===== src/hw/sbp_defines.svh =====
// Offsets, field positions, reset values and timing counts of the base register bank
`ifndef SBP_DEFINES_SVH
`define SBP_DEFINES_SVH

// ============================================================
// Register indices (byte address is four times the index)
`define SBP_IDX_NODE        6'h00
`define SBP_IDX_RESET_GAP   6'h01
`define SBP_IDX_EXT_PORTS   6'h02
`define SBP_IDX_SPEED_SBY   6'h03
`define SBP_IDX_LINK_PWR    6'h04
`define SBP_IDX_IRQ_FEAT    6'h05
`define SBP_IDX_LEGACY      6'h06
`define SBP_IDX_PAGE_PORT   6'h07
`define SBP_IDX_PAGED_LO    6'h08
`define SBP_IDX_PAGED_HI    6'h0f
`define SBP_IDX_IRQ_STATUS  6'h10
`define SBP_IDX_IRQ_MASK    6'h11

// ============================================================
// Field positions in 7..0 numbering (position 7 is bit 7)
`define SBP_F_RHB           7
`define SBP_F_IBR           6
`define SBP_F_STANDBY_ENABLE          4
`define SBP_F_LCTRL         7
`define SBP_F_CONT          6
`define SBP_F_WDIE          7
`define SBP_F_SHORT_RESET_REQUEST          6

// ============================================================
// Constant codes and reset values
`define SBP_GAP_RESET       6'h3f
`define SBP_EXT_CODE        3'h7
`define SBP_NUM_PORTS       4'h3
`define SBP_SPEED_CODE      3'h7
`define SBP_DELAY_CODE      4'hf
`define SBP_JITTER_CODE     3'h0
`define SBP_LCTRL_RESET     1'b1
`define SBP_PWR_RESET       3'h0

// ============================================================
// Interrupt status bit positions
`define SBP_IRQ_SELFID      0
`define SBP_IRQ_BUSRST      1
`define SBP_IRQ_CPSLOW      2
`define SBP_IRQ_LRDONE      3
`define SBP_IRQ_W           4

// ============================================================
// Timing
`define SBP_CLK_PERIOD_NS   5
`define SBP_LONG_RESET_NS   166000
`define SBP_LONG_RESET_CYCLES ((`SBP_LONG_RESET_NS + `SBP_CLK_PERIOD_NS - 1) / `SBP_CLK_PERIOD_NS)

`endif


===== src/hw/sbp_pkg.sv =====
// Types shared by the base register bank modules
package sbp_pkg;

  // ============================================================
  // Bus slave handshake states
  typedef enum logic {
    SBP_BUS_IDLE,
    SBP_BUS_ACK
  } sbp_bus_state_e;

  // ============================================================
  // Long bus reset sequencer states
  typedef enum logic {
    SBP_LR_IDLE,
    SBP_LR_RUN
  } sbp_lr_state_e;

endpackage


===== src/hw/sbp_reg_if.sv =====
// Register access carrier between the bus slave and the register bank
interface sbp_reg_if;
  logic        wr_stb;
  logic [5:0]  index;
  logic [7:0]  wdata;
  logic [31:0] rdata;

  modport ctrl (output wr_stb, output index, output wdata, input rdata);
  modport regs (input wr_stb, input index, input wdata, output rdata);
endinterface


===== src/hw/sbp_avalon_slave.sv =====
// Avalon-MM slave with waitrequest driving the register access carrier
module sbp_avalon_slave #(
  parameter int ADDR_W = 8
) (
  // Clock and reset
  input  wire logic              clk,
  input  wire logic              rst_n,
  input  wire logic              ce,
  // Avalon-MM
  input  wire logic [ADDR_W-1:0] address,
  input  wire logic              read,
  input  wire logic              write,
  input  wire logic [31:0]       writedata,
  input  wire logic [3:0]        byteenable,
  output logic      [31:0]       readdata,
  output logic                   waitrequest,
  // Register side
  sbp_reg_if.ctrl                bus
);

  sbp_pkg::sbp_bus_state_e state_reg, state_next;
  logic [31:0]             readdata_next;
  logic                    waitrequest_next;

  // ============================================================
  // Request decode toward the register bank
  assign bus.index  = address[7:2];
  assign bus.wdata  = writedata[7:0];
  assign bus.wr_stb = (state_reg == sbp_pkg::SBP_BUS_ACK) && write && byteenable[0];

  // ============================================================
  // Handshake next state: one wait cycle, then answer
  always_comb begin
    state_next       = state_reg;
    readdata_next    = readdata;
    waitrequest_next = waitrequest;
    case (state_reg)
      sbp_pkg::SBP_BUS_IDLE: begin
        if (read || write) begin
          state_next       = sbp_pkg::SBP_BUS_ACK;
          readdata_next    = bus.rdata;
          waitrequest_next = 1'b0;
        end
      end
      sbp_pkg::SBP_BUS_ACK: begin
        state_next       = sbp_pkg::SBP_BUS_IDLE;
        waitrequest_next = 1'b1;
      end
      default: begin
        state_next       = sbp_pkg::SBP_BUS_IDLE;
        waitrequest_next = 1'b1;
      end
    endcase
  end

  // ============================================================
  // Handshake registers
  always_ff @(posedge clk or negedge rst_n) begin
    if (!rst_n) begin
      state_reg   <= sbp_pkg::SBP_BUS_IDLE;
      readdata    <= 32'h0000_0000;
      waitrequest <= 1'b1;
    end else if (ce) begin
      state_reg   <= state_next;
      readdata    <= readdata_next;
      waitrequest <= waitrequest_next;
    end
  end

endmodule


===== src/hw/sbp_gap_ctrl.sv =====
// Arbitration gap count with recovery after two idle bus resets
`include "sbp_defines.svh"

module sbp_gap_ctrl (
  // Clock and reset
  input  wire logic       clk,
  input  wire logic       rst_n,
  input  wire logic       ce,
  // Events
  input  wire logic       bus_rst,
  input  wire logic       upd,
  input  wire logic [5:0] upd_val,
  // Result
  output logic      [5:0] gap_count
);

  logic [5:0] gap_next;
  logic       stale_reg, stale_next;

  // ============================================================
  // Stale marks a bus reset seen with no update since
  always_comb begin
    gap_next   = gap_count;
    stale_next = stale_reg;
    if (bus_rst) begin
      if (stale_reg) begin
        gap_next = `SBP_GAP_RESET;
      end
      stale_next = 1'b1;
    end
    if (upd) begin
      gap_next   = upd_val;
      stale_next = 1'b0;
    end
  end

  // ============================================================
  // Gap registers
  always_ff @(posedge clk or negedge rst_n) begin
    if (!rst_n) begin
      gap_count <= `SBP_GAP_RESET;
      stale_reg <= 1'b0;
    end else if (ce) begin
      gap_count <= gap_next;
      stale_reg <= stale_next;
    end
  end

endmodule


===== src/hw/sbp_base_regs.sv =====
// Base configuration and status register bank of a three-port serial bus PHY
`include "sbp_defines.svh"

module sbp_base_regs #(
  parameter int LONG_RESET_CYCLES = `SBP_LONG_RESET_CYCLES
) (
  // Clock, enable and reset
  input  wire logic        CLK,
  input  wire logic        RST_N,
  input  wire logic        CE,
  // Avalon-MM register bus
  input  wire logic [7:0]  AVS_ADDRESS,
  input  wire logic        AVS_READ,
  input  wire logic        AVS_WRITE,
  input  wire logic [31:0] AVS_WRITEDATA,
  input  wire logic [3:0]  AVS_BYTEENABLE,
  output logic      [31:0] AVS_READDATA,
  output logic             AVS_WAITREQUEST,
  // Events from the PHY core
  input  wire logic        BUS_RESET_IN,
  input  wire logic        SELF_ID_DONE,
  input  wire logic [5:0]  SELF_ID_NODE,
  input  wire logic        ROOT_WON,
  input  wire logic        LINK_IDLE,
  input  wire logic        CFG_VALID,
  input  wire logic        CFG_RHB,
  input  wire logic        CFG_GAP_VALID,
  input  wire logic [5:0]  CFG_GAP,
  input  wire logic        STANDBY_CMD,
  // Cable power sense pin
  input  wire logic        CPS_PIN,
  // Status and control toward the PHY core and link
  output logic             NODE_VALID,
  output logic             STATUS_XFER_VALID,
  output logic      [7:0]  STATUS_XFER_DATA,
  output logic             ROOT_HOLDOFF,
  output logic             LONG_RESET_ACTIVE,
  output logic             SHORT_RESET_REQ,
  output logic      [5:0]  GAP_COUNT,
  output logic             STANDBY_ENTER,
  output logic             IRQ
);

  localparam int LR_CNT_W = $clog2(LONG_RESET_CYCLES + 1);

  sbp_reg_if reg_bus ();

  // ============================================================
  // State declarations
  logic [5:0]              node_reg, node_next;
  logic                    node_valid_next;
  logic                    root_reg, root_next;
  logic                    rhb_next;
  logic                    ibr_reg, ibr_next;
  logic                    standby_enable_reg, standby_enable_next;
  logic                    lctrl_reg, lctrl_next;
  logic                    cont_reg, cont_next;
  logic [2:0]              pwr_reg, pwr_next;
  logic                    wdie_reg, wdie_next;
  logic                    short_reset_request_next;
  logic [2:0]              page_reg, page_next;
  logic [3:0]              port_sel_reg, port_sel_next;
  logic [`SBP_IRQ_W-1:0]   irq_stat_reg, irq_stat_next;
  logic [`SBP_IRQ_W-1:0]   irq_mask_reg, irq_mask_next;
  logic                    irq_next;
  logic                    xfer_valid_next;
  logic [7:0]              xfer_data_next;
  logic                    standby_next;
  sbp_pkg::sbp_lr_state_e  lr_state_reg, lr_state_next;
  logic [LR_CNT_W-1:0]     lr_cnt_reg, lr_cnt_next;
  logic                    lr_active_next;
  logic                    lr_start;
  logic                    lr_done;
  logic                    bus_rst;
  logic                    cps_meta_reg, cps_sync_reg, cps_last_reg;
  logic                    cps_low_evt;
  logic                    gap_upd;
  logic [5:0]              gap_upd_val;
  logic [7:0]              rd_byte;
  logic                    wr_r1, wr_r3, wr_r4, wr_r5, wr_r7, wr_stat, wr_mask;

  // ============================================================
  // Register 0 layout: node number, root, cable power
  function automatic logic [7:0] reg0_value(input logic [5:0] node, input logic root, input logic cable_power_sense);
    reg0_value = {node, root, cable_power_sense};
  endfunction

  // ============================================================
  // Bus slave
  sbp_avalon_slave #(
    .ADDR_W (8)
  ) u_slave (
    .clk         (CLK),
    .rst_n       (RST_N),
    .ce          (CE),
    .address     (AVS_ADDRESS),
    .read        (AVS_READ),
    .write       (AVS_WRITE),
    .writedata   (AVS_WRITEDATA),
    .byteenable  (AVS_BYTEENABLE),
    .readdata    (AVS_READDATA),
    .waitrequest (AVS_WAITREQUEST),
    .bus         (reg_bus.ctrl)
  );

  // ============================================================
  // Cable power sense synchroniser and drop detect
  always_ff @(posedge CLK or negedge RST_N) begin
    if (!RST_N) begin
      cps_meta_reg <= 1'b0;
      cps_sync_reg <= 1'b0;
      cps_last_reg <= 1'b0;
    end else if (CE) begin
      cps_meta_reg <= CPS_PIN;
      cps_sync_reg <= cps_meta_reg;
      cps_last_reg <= cps_sync_reg;
    end
  end

  assign cps_low_evt = cps_last_reg && !cps_sync_reg;

  // ============================================================
  // Write strobes per register
  assign wr_r1   = reg_bus.wr_stb && (reg_bus.index == `SBP_IDX_RESET_GAP);
  assign wr_r3   = reg_bus.wr_stb && (reg_bus.index == `SBP_IDX_SPEED_SBY);
  assign wr_r4   = reg_bus.wr_stb && (reg_bus.index == `SBP_IDX_LINK_PWR);
  assign wr_r5   = reg_bus.wr_stb && (reg_bus.index == `SBP_IDX_IRQ_FEAT);
  assign wr_r7   = reg_bus.wr_stb && (reg_bus.index == `SBP_IDX_PAGE_PORT);
  assign wr_stat = reg_bus.wr_stb && (reg_bus.index == `SBP_IDX_IRQ_STATUS);
  assign wr_mask = reg_bus.wr_stb && (reg_bus.index == `SBP_IDX_IRQ_MASK);

  // ============================================================
  // Bus reset is an external one or the start of our long reset
  assign bus_rst = BUS_RESET_IN || lr_start;

  // ============================================================
  // Gap count source: register write or configuration packet
  assign gap_upd     = wr_r1 || (CFG_VALID && CFG_GAP_VALID);
  assign gap_upd_val = wr_r1 ? reg_bus.wdata[5:0] : CFG_GAP;

  sbp_gap_ctrl u_gap (
    .clk       (CLK),
    .rst_n     (RST_N),
    .ce        (CE),
    .bus_rst   (bus_rst),
    .upd       (gap_upd),
    .upd_val   (gap_upd_val),
    .gap_count (GAP_COUNT)
  );

  // ============================================================
  // Read mux
  always_comb begin
    rd_byte = 8'h00;
    if (reg_bus.index == `SBP_IDX_NODE) begin
      rd_byte = reg0_value(node_reg, root_reg, cps_sync_reg);
    end else if (reg_bus.index == `SBP_IDX_RESET_GAP) begin
      rd_byte = {ROOT_HOLDOFF, ibr_reg, GAP_COUNT};
    end else if (reg_bus.index == `SBP_IDX_EXT_PORTS) begin
      rd_byte = {`SBP_EXT_CODE, 1'b0, `SBP_NUM_PORTS};
    end else if (reg_bus.index == `SBP_IDX_SPEED_SBY) begin
      rd_byte = {`SBP_SPEED_CODE, standby_enable_reg, `SBP_DELAY_CODE};
    end else if (reg_bus.index == `SBP_IDX_LINK_PWR) begin
      rd_byte = {lctrl_reg, cont_reg, `SBP_JITTER_CODE, pwr_reg};
    end else if (reg_bus.index == `SBP_IDX_IRQ_FEAT) begin
      rd_byte = {wdie_reg, SHORT_RESET_REQ, 6'h00};
    end else if (reg_bus.index == `SBP_IDX_PAGE_PORT) begin
      rd_byte = {page_reg, 1'b0, port_sel_reg};
    end else if (reg_bus.index >= `SBP_IDX_PAGED_LO && reg_bus.index <= `SBP_IDX_PAGED_HI) begin
      rd_byte = 8'h00;
    end else if (reg_bus.index == `SBP_IDX_IRQ_STATUS) begin
      rd_byte = {4'h0, irq_stat_reg};
    end else if (reg_bus.index == `SBP_IDX_IRQ_MASK) begin
      rd_byte = {4'h0, irq_mask_reg};
    end
  end

  assign reg_bus.rdata = {24'h00_0000, rd_byte};

  // ============================================================
  // Long bus reset sequencer
  always_comb begin
    lr_state_next  = lr_state_reg;
    lr_cnt_next    = lr_cnt_reg;
    lr_start       = 1'b0;
    lr_done        = 1'b0;
    case (lr_state_reg)
      sbp_pkg::SBP_LR_IDLE: begin
        if (ibr_reg && LINK_IDLE) begin
          lr_state_next = sbp_pkg::SBP_LR_RUN;
          lr_cnt_next   = LR_CNT_W'(LONG_RESET_CYCLES - 1);
          lr_start      = 1'b1;
        end
      end
      sbp_pkg::SBP_LR_RUN: begin
        if (lr_cnt_reg == '0) begin
          lr_state_next = sbp_pkg::SBP_LR_IDLE;
          lr_done       = 1'b1;
        end else begin
          lr_cnt_next = lr_cnt_reg - 1'b1;
        end
      end
      default: begin
        lr_state_next = sbp_pkg::SBP_LR_IDLE;
      end
    endcase
    lr_active_next = (lr_state_next == sbp_pkg::SBP_LR_RUN);
  end

  always_ff @(posedge CLK or negedge RST_N) begin
    if (!RST_N) begin
      lr_state_reg      <= sbp_pkg::SBP_LR_IDLE;
      lr_cnt_reg        <= '0;
      LONG_RESET_ACTIVE <= 1'b0;
    end else if (CE) begin
      lr_state_reg      <= lr_state_next;
      lr_cnt_reg        <= lr_cnt_next;
      LONG_RESET_ACTIVE <= lr_active_next;
    end
  end

  // ============================================================
  // Node identity, root and status transfer
  always_comb begin
    node_next       = node_reg;
    node_valid_next = NODE_VALID;
    root_next       = root_reg;
    xfer_valid_next = 1'b0;
    xfer_data_next  = STATUS_XFER_DATA;
    if (bus_rst) begin
      node_valid_next = 1'b0;
      root_next       = 1'b0;
    end
    if (ROOT_WON) begin
      root_next = 1'b1;
    end
    if (SELF_ID_DONE) begin
      node_next       = SELF_ID_NODE;
      node_valid_next = 1'b1;
      xfer_valid_next = 1'b1;
      xfer_data_next  = reg0_value(SELF_ID_NODE, root_next, cps_sync_reg);
    end
  end

  // ============================================================
  // Control fields written by software or packets
  always_comb begin
    rhb_next      = ROOT_HOLDOFF;
    ibr_next      = ibr_reg;
    standby_enable_next     = standby_enable_reg;
    lctrl_next    = lctrl_reg;
    cont_next     = cont_reg;
    pwr_next      = pwr_reg;
    wdie_next     = wdie_reg;
    short_reset_request_next     = SHORT_RESET_REQ;
    page_next     = page_reg;
    port_sel_next = port_sel_reg;
    if (wr_r1) begin
      rhb_next = reg_bus.wdata[`SBP_F_RHB];
      ibr_next = reg_bus.wdata[`SBP_F_IBR];
    end
    if (CFG_VALID) begin
      rhb_next = CFG_RHB;
    end
    if (bus_rst) begin
      ibr_next  = 1'b0;
      short_reset_request_next = 1'b0;
    end
    if (wr_r3) begin
      standby_enable_next = reg_bus.wdata[`SBP_F_STANDBY_ENABLE];
    end
    if (wr_r4) begin
      lctrl_next = reg_bus.wdata[`SBP_F_LCTRL];
      cont_next  = reg_bus.wdata[`SBP_F_CONT];
      pwr_next   = reg_bus.wdata[2:0];
    end
    if (wr_r5) begin
      wdie_next = reg_bus.wdata[`SBP_F_WDIE];
      if (reg_bus.wdata[`SBP_F_SHORT_RESET_REQUEST]) begin
        short_reset_request_next = 1'b1;
      end
    end
    if (wr_r7) begin
      page_next     = reg_bus.wdata[7:5];
      port_sel_next = reg_bus.wdata[3:0];
    end
    standby_next = STANDBY_CMD && standby_enable_reg;
  end

  // ============================================================
  // Interrupt status, mask and output
  always_comb begin
    irq_stat_next = irq_stat_reg;
    irq_mask_next = irq_mask_reg;
    if (wr_stat) begin
      irq_stat_next = irq_stat_reg & ~reg_bus.wdata[`SBP_IRQ_W-1:0];
    end
    if (wr_mask) begin
      irq_mask_next = reg_bus.wdata[`SBP_IRQ_W-1:0];
    end
    if (SELF_ID_DONE) begin
      irq_stat_next[`SBP_IRQ_SELFID] = 1'b1; // Set wins over clear
    end
    if (bus_rst) begin
      irq_stat_next[`SBP_IRQ_BUSRST] = 1'b1;
    end
    if (cps_low_evt) begin
      irq_stat_next[`SBP_IRQ_CPSLOW] = 1'b1;
    end
    if (lr_done) begin
      irq_stat_next[`SBP_IRQ_LRDONE] = 1'b1;
    end
    irq_next = |(irq_stat_next & irq_mask_next);
  end

  // ============================================================
  // Register stage for identity, control and interrupts
  always_ff @(posedge CLK or negedge RST_N) begin
    if (!RST_N) begin
      node_reg          <= 6'h00;
      NODE_VALID        <= 1'b0;
      root_reg          <= 1'b0;
      STATUS_XFER_VALID <= 1'b0;
      STATUS_XFER_DATA  <= 8'h00;
      ROOT_HOLDOFF      <= 1'b0;
      ibr_reg           <= 1'b0;
      standby_enable_reg          <= 1'b0;
      lctrl_reg         <= `SBP_LCTRL_RESET;
      cont_reg          <= 1'b0;
      pwr_reg           <= `SBP_PWR_RESET;
      wdie_reg          <= 1'b0;
      SHORT_RESET_REQ   <= 1'b0;
      page_reg          <= 3'h0;
      port_sel_reg      <= 4'h0;
      STANDBY_ENTER     <= 1'b0;
      irq_stat_reg      <= '0;
      irq_mask_reg      <= '0;
      IRQ               <= 1'b0;
    end else if (CE) begin
      node_reg          <= node_next;
      NODE_VALID        <= node_valid_next;
      root_reg          <= root_next;
      STATUS_XFER_VALID <= xfer_valid_next;
      STATUS_XFER_DATA  <= xfer_data_next;
      ROOT_HOLDOFF      <= rhb_next;
      ibr_reg           <= ibr_next;
      standby_enable_reg          <= standby_enable_next;
      lctrl_reg         <= lctrl_next;
      cont_reg          <= cont_next;
      pwr_reg           <= pwr_next;
      wdie_reg          <= wdie_next;
      SHORT_RESET_REQ   <= short_reset_request_next;
      page_reg          <= page_next;
      port_sel_reg      <= port_sel_next;
      STANDBY_ENTER     <= standby_next;
      irq_stat_reg      <= irq_stat_next;
      irq_mask_reg      <= irq_mask_next;
      IRQ               <= irq_next;
    end
  end

endmodule


===== config.mk =====
export PLATFORM = sky130hd
export DESIGN_NAME = sbp_base_regs
export DESIGN_NICKNAME = d
export VERILOG_FILES = /design/src/hw/sbp_pkg.sv /design/src/hw/sbp_reg_if.sv /design/src/hw/sbp_avalon_slave.sv /design/src/hw/sbp_gap_ctrl.sv /design/src/hw/sbp_base_regs.sv
export VERILOG_INCLUDE_DIRS = /design/src /design/src/hw
export SDC_FILE = /design/constraint.sdc
export NUM_CORES = 1
export LEC_CHECK = 0
export ABC_AREA = 1
export BUFFER_PORTS_ARGS = -buffer_cell sky130_fd_sc_hd__clkbuf_2
export CAP_MARGIN = 20
export CORE_MARGIN = 5
export CORE_UTILIZATION = 50
export CTS_BUF_LIST = sky130_fd_sc_hd__clkbuf_16
export DETAILED_ROUTE_END_ITERATION = 10
export PLACE_DENSITY = 0.84
export SLEW_MARGIN = 20
export SYNTH_ARGS = -nofsm -noshare
export SYNTH_HDL_FRONTEND = slang
export SYNTH_HIERARCHICAL = 1
export SYNTH_SLANG_ARGS = --single-unit

===== constraint.sdc =====
create_clock -name CLK -period 2.8 [get_ports CLK]
set_input_delay 0.42 -clock CLK [delete_from_list [all_inputs] [get_ports CLK]]
set_output_delay 0.42 -clock CLK [all_outputs]
set_load 0.05 [all_outputs]

* After elaboration in Yosys (flattened, before gate mapping)
Index checks and enable logic that the tools add are counted.
** Cells by class
- $add $sub $neg :: 1
- Multipliers :: 0
- Divide/modulo/power cells :: 0
- Magnitude comparators :: 2
- Equality and inequality tests :: 11
- Shift operators :: 0
- Mux-type cells :: 47
- Bitwise operators :: 5
- Reductions and logical operators :: 39
** Operator list (count)
- 2-to-1 mux 8 bit :: 7
- 2-to-1 mux 16 bit :: 2
- case mux 16 bit (2 select lines) :: 1
- 2-to-1 mux 1 bit :: 25
- 2-to-1 mux 6 bit :: 4
- 2-to-1 mux 4 bit :: 5
- AND reduction 2 bit :: 10
- equality test 6 x 3 -> 1 bit, second input constant :: 3
- zero test 16 bit :: 1
- subtractor 16 x 1 -> 16 bit, second input constant :: 1
- logical AND 1 bit :: 14
- equality test 6 x 2 -> 1 bit, second input constant :: 2
- equality test 6 x 5 -> 1 bit, second input constant :: 2
- nonzero test 2 bit :: 5
- AND reduction 3 bit :: 3
- bitwise AND 4 bit :: 2
- equality test 6 x 1 -> 1 bit, second input constant :: 1
- >= comparator 6 x 4 -> 1 bit, second input constant :: 1
- <= comparator 6 x 4 -> 1 bit, second input constant :: 1
- zero test 6 bit :: 1
- case mux 1 bit (2 select lines) :: 3
- inequality test 2 bit, second input constant :: 2
- inverter 4 bit :: 1
- OR reduction 4 bit :: 1
- other kinds (4) :: 7
** Storage, ports and cells
- Bits in registers :: 81
- Latch bits :: 0
- Memory bits (writable) :: 0
- Memory bits (read-only) :: 0
- Bits of input ports :: 70
- Output and inout port bits :: 54
- Logic and storage cells :: 134
- Memories kept :: 0

* Depth between registers and ports, before layout
- Depth after elaboration :: 11
- Depth in mapped cells :: 13
- Depth with buffers taken out :: 12

* Cells and area by module
The synthesis kept the hierarchy.
** By module, submodules not included
- sbp_base_regs :: times used 1, cells each 447, area an instance 3251.9 um2
- sbp_avalon_slave :: times used 1, cells each 165, area an instance 1493.9 um2
- sbp_gap_ctrl :: times used 1, cells each 49, area an instance 387.9 um2

* Worst setup path after synthesis
No wires, ideal clock.
- Path kind :: input to register
- From :: input AVS_ADDRESS[4]
- To :: register u_gap.gap_count[4]
- Arrival :: 1.786 ns
- Data required time :: 2.724 ns
- Path slack :: 0.938 ns
- Cell stages on the path :: 13
- Path through :: buf_4 > nor2_2 > nand3_1 > nor2_4 > nand2_2 > clkbuf_1 > nand2_1 > buf_6 > inv_2 > nand2_1 > nand3_4 > nand2_1 > nand2_1
** Between the ends
- Word-level cells in the longest chain between the ends :: 5
** Ends and longest elaborated chain
- start, declared :: RTL line sbp_base_regs.sv:12 : input wire logic [7:0] AVS_ADDRESS,
- equality test 6 x 1 -> 1 bit (no line) (*)
- logical AND 1 bit (*) :: RTL line sbp_base_regs.sv:124 : assign wr_r1 = reg_bus.wr_stb && (reg_bus.index == `SBP_IDX_RESET_GAP);
- logical OR 1 bit (*) :: RTL line sbp_base_regs.sv:138 : assign gap_upd = wr_r1 || (CFG_VALID && CFG_GAP_VALID);
- net gap_upd :: RTL line sbp_base_regs.sv:77 : logic gap_upd;
- nonzero test 2 bit (no line)
- AND reduction 3 bit (no line)
- end signal, assigned :: RTL line sbp_gap_ctrl.sv:41 : gap_count <= `SBP_GAP_RESET;
- end signal, assigned :: RTL line sbp_gap_ctrl.sv:44 : gap_count <= gap_next;
- end, declared :: RTL line sbp_gap_ctrl.sv:14 : output logic [5:0] gap_count
The timed path passes the listed nets; every way through them passes the cells marked *.
A chain may end at the register's enable or synchronous reset.

* Final worst setup path
- From :: register lr_cnt_reg[0]
- To :: register lr_cnt_reg[5]
** Between the ends
- Word-level cells in the longest chain between the ends :: 3
** Ends and longest elaborated chain
- start, declared :: RTL line sbp_base_regs.sv:70 : logic [LR_CNT_W-1:0] lr_cnt_reg, lr_cnt_next;
- start signal, assigned :: RTL line sbp_base_regs.sv:217 : lr_cnt_reg <= lr_cnt_next;
- subtractor 16 x 1 -> 16 bit / zero test 16 bit (equally long branches) :: RTL line sbp_base_regs.sv:200, sbp_base_regs.sv:196
- 2-to-1 mux 16 bit / inequality test 2 bit (equally long branches)
- case mux 16 bit (2 select lines) / AND reduction 3 bit (equally long branches)
Several ways; a longest one is shown, not always the timed one. The select of a mux whose other input is x is not followed.

==> metrics.md <==
| Metric | Value |
|---|---|
| Result of the run | `finished, final reports clean` |
| Share of cells above drive strength 1 | `20.8%` |
| Clock latency on the worst-skew pair | `0.34 ns` |
| Layout-stage area growth over the synthesis result | `17.5%` |
| Post-route cell area | `0.00603 sq mm` |
| Final weighted congestion in routability-driven placement | `0.879` |
| Post-DRT Antenna Nets | `0` |
| Internal reg-to-reg setup slack | `roughly 0.89 ns` |
| DRT Pass-1 Iters | `7` |
| CTS Root Buffer Type | `clkbuf_16` |
| Worst Max-Slew Pin Slew | `0.620 ns` |
| Number of buffers created by CTS | `9` |
| Htree depth | `3` |
| Height of the die | `111 um` |
| Crit Path Category | `reg2reg` |
| Async set-reset flop share out of synthesis | `100%` |
| Most Frequent Cell on Critical Path | `nand2_1` |
| Sequential cell area fraction in the yosys report | `48.5%` |
| Count of state elements after synthesis | `99` |
| Cell-by-cell listing of the critical path | `inv_2 -> ha_1 -> inv_1 -> nor2_1 -> nand2_1 -> nor2_1 -> nand2_1 -> nand2_2 -> inv_2 -> nand2_1 -> or2_1 -> nand3_1` |
| Fraction of post-synthesis cell area in the top cell type by area | `44.4%` |
| Worst min-delay path category | `in2async` |
| Global route overflow | `0` |
| Avg Synthesized Cell Area | `slightly below 8 sq um` |
| Total via count after detailed routing | `approximately 4.6k` |
| Gate count after technology mapping | `661` |
| Min cycle time layout | `1.91 ns` |
| Placement Cell Area | `around 0.0057 sq mm` |
| Critical path peak fanout | `17` |
| Top_reg_cell synth | `dfrtp_1` |
| Largest stage delay, worst path | `0.40 ns` |
| Layout Skew | `0.00919 ns` |
| Final Cycle Share | `68.1%` |
| Residual DRC count | `0` |
| Crit-path leading delay family | `simple AND/OR/NAND/NOR gates` |
| Element type at the critical path start | `register` |
| Antenna violations before repair | `0` |
| Flip-flop count of the largest register after layout | `32` |
| Setup violations, final | `0` |
| Worst path required time | `about 3 ns` |
| Initial Utilization | `50.4%` |
| RSZ-0062 raised after global routing | `no` |
| Standard-cell rows | `37` |
| Area of the core region | `0.0102 sq mm` |
| Average detailed-routed wire length per instance | `approximately 14 um` |
| Max rail drop VDD | `405 uV` |
| Number of warnings issued by yosys | `6` |
| Final hold violation count | `0` |
| Peak clock frequency supported by timing | `between 500 and 600 MHz` |
| Post-CTS Repair Setup Buffers | `0` |
| Number of DRC markers after the initial detailed-route iteration | `between 300 and 400` |
| Full die area | `0.0124 sq mm` |
| Maximum number of pins on one net before global-route repair | `between 40 and 50` |
| Post-route setup TNS | `0 ns` |
| Leading cell types in the layout, fill and taps excluded | `nand2_1, clkbuf_2, dfrtp_1, nand3_1, inv_1` |
| Post-cts gate resize count | `0` |
| Overall fraction of global-route tracks in use | `20.7%` |
| Antenna diode instance count | `0` |
| Most frequent standard cell in the layout excluding fill and tap cells | `nand2_1` |
| Synthesized area | `0.00513 sq mm` |
| Leakage Power | `~3.2 nW` |
| Relative slew margins | `58.5%` |
| Type of element capturing the critical path | `register` |
| Cell type contributing the most total cell area after synthesis | `dfrtp_1` |
| Via-to-Cell Ratio | `between 5 and 6` |
| Wire length of the first global-routing pass | `20.8 mm` |
| DP Wirelength | `about 9.2 mm` |
| Vias in the first global route | `4315` |
| Number of max-cap violations | `0` |
| Count of input and output buffers | `94` |
| Worst endpoint data arrival time | `2.12 ns` |
| DIE WIDTH | `111 um` |
| Overall power consumption | `4.47 mW` |
| Post-synth EDFFs | `0` |
| TritonCTS clock tree | `yes` |
| Worst path buffer plus inverter count | `3` |
| Maximum number of buffers from clock root to sink | `2` |
| Number of sinks on the clock net | `99` |
| Clock-pin slew on the worst setup and hold paths | `0.07 ns` |
| Slowest stage cell on the critical path | `dfrtp_1` |
| CTS Hold Bufs | `0` |
| Power density cells | `742 mW/mm^2` |
| I/O pins | `roughly 120` |
| Count of final max-slew check failures | `0` |
| Post-synthesis cell type count | `39` |
| Layout Nets | `837` |
| Largest cells by area after synthesis | `dfrtp_1, nand2_1, nand3_1` |
| Total detailed-routing wirelength | `12.6 mm` |
-- per-layer routing --
layer / part of all wire, % / vias to the layer above / global-route usage, %
li1: - / 2283 / -
met1: 43 / 2114 / 27.0
met2: 47 / 180 / 33.8
met3: 7.1 / 28 / 4.91
met4: 3.1 / 0 / 7.46
met5: 0 / - / 0
-- through the flow --
step	hold WS (ns)	util [%]	instances	setup WS, ns
floorplan	0.124	-	684	0.938
global placement	0.455	56.1	890	0.755
detailed placement	0.459	56.1	890	0.718
CTS	0.100	59.2	906	0.882
global route	0.137	59.2	906	0.665
finish	0.0869	59.2	906	0.892
-- worst paths after layout --
| kind | depth (start not counted) | end | from |
|---|---|---|---|
| worst max register to register | 12 | lr_cnt_reg[5] | lr_cnt_reg[0] |
| min in group CLK | 3 | STATUS_XFER_DATA[3] | SELF_ID_NODE[1] |
| worst max-delay path | 12 | lr_cnt_reg[5] | lr_cnt_reg[0] |
| worst min register to register | 2 | u_slave/readdata[29] | u_slave/readdata[29] |
| worst min-delay path | 1 | irq_mask_reg[0] | RST_N |
| max in group asynchronous | 2 | u_gap/gap_count[4] | RST_N |
-- cell type report --
cell class | count | area (sq um)
clock buffer | 9 | 225
inverter | 55 | 206
fill | 933 | 4150
tap | 136 | 170
sequential | 99 | 2490
timing repair buffer | 104 | 561
clock inverter | 7 | 92.6
multi-input combinational | 496 | 2290
-- kinds of logic after synthesis --
kind of cell / synth area share, %
other: 0.0730
xor gates and xnor gates: 0.853
AOI/OAI and AO/OA: 8.53
buffers and inverters: 8.65
and+or+nand+nor: 33.0
DFF: 48.5
adders and majority gates: 0.487
-- Yosys cell counts, types with 3 or more instances --
library cell and instances:
dfstp_2 8, nor2_2 3, buf_4 17, nand3_1 59, nand2_2 5, inv_2 11, xor2_1 4, o21ai_1 34
nand2_1 244, clkbuf_1 5, buf_2 7, a21oi_1 12, nor2_1 42, dfrtp_1 91, buf_6 5, nand4_1 8
inv_1 44, nor2_4 6, o21ai_0 17, nand3b_1 7, a31oi_1 5
-- report_power, final --
part           switching, mW  leakage (nW)  total, mW  internal (mW)
Combinational          0.992          1.84       1.32          0.331
Sequential             0.171          1.24       1.84           1.67
Clock                  0.529         0.155       1.31          0.782
(Power assumes the default switching activity.)
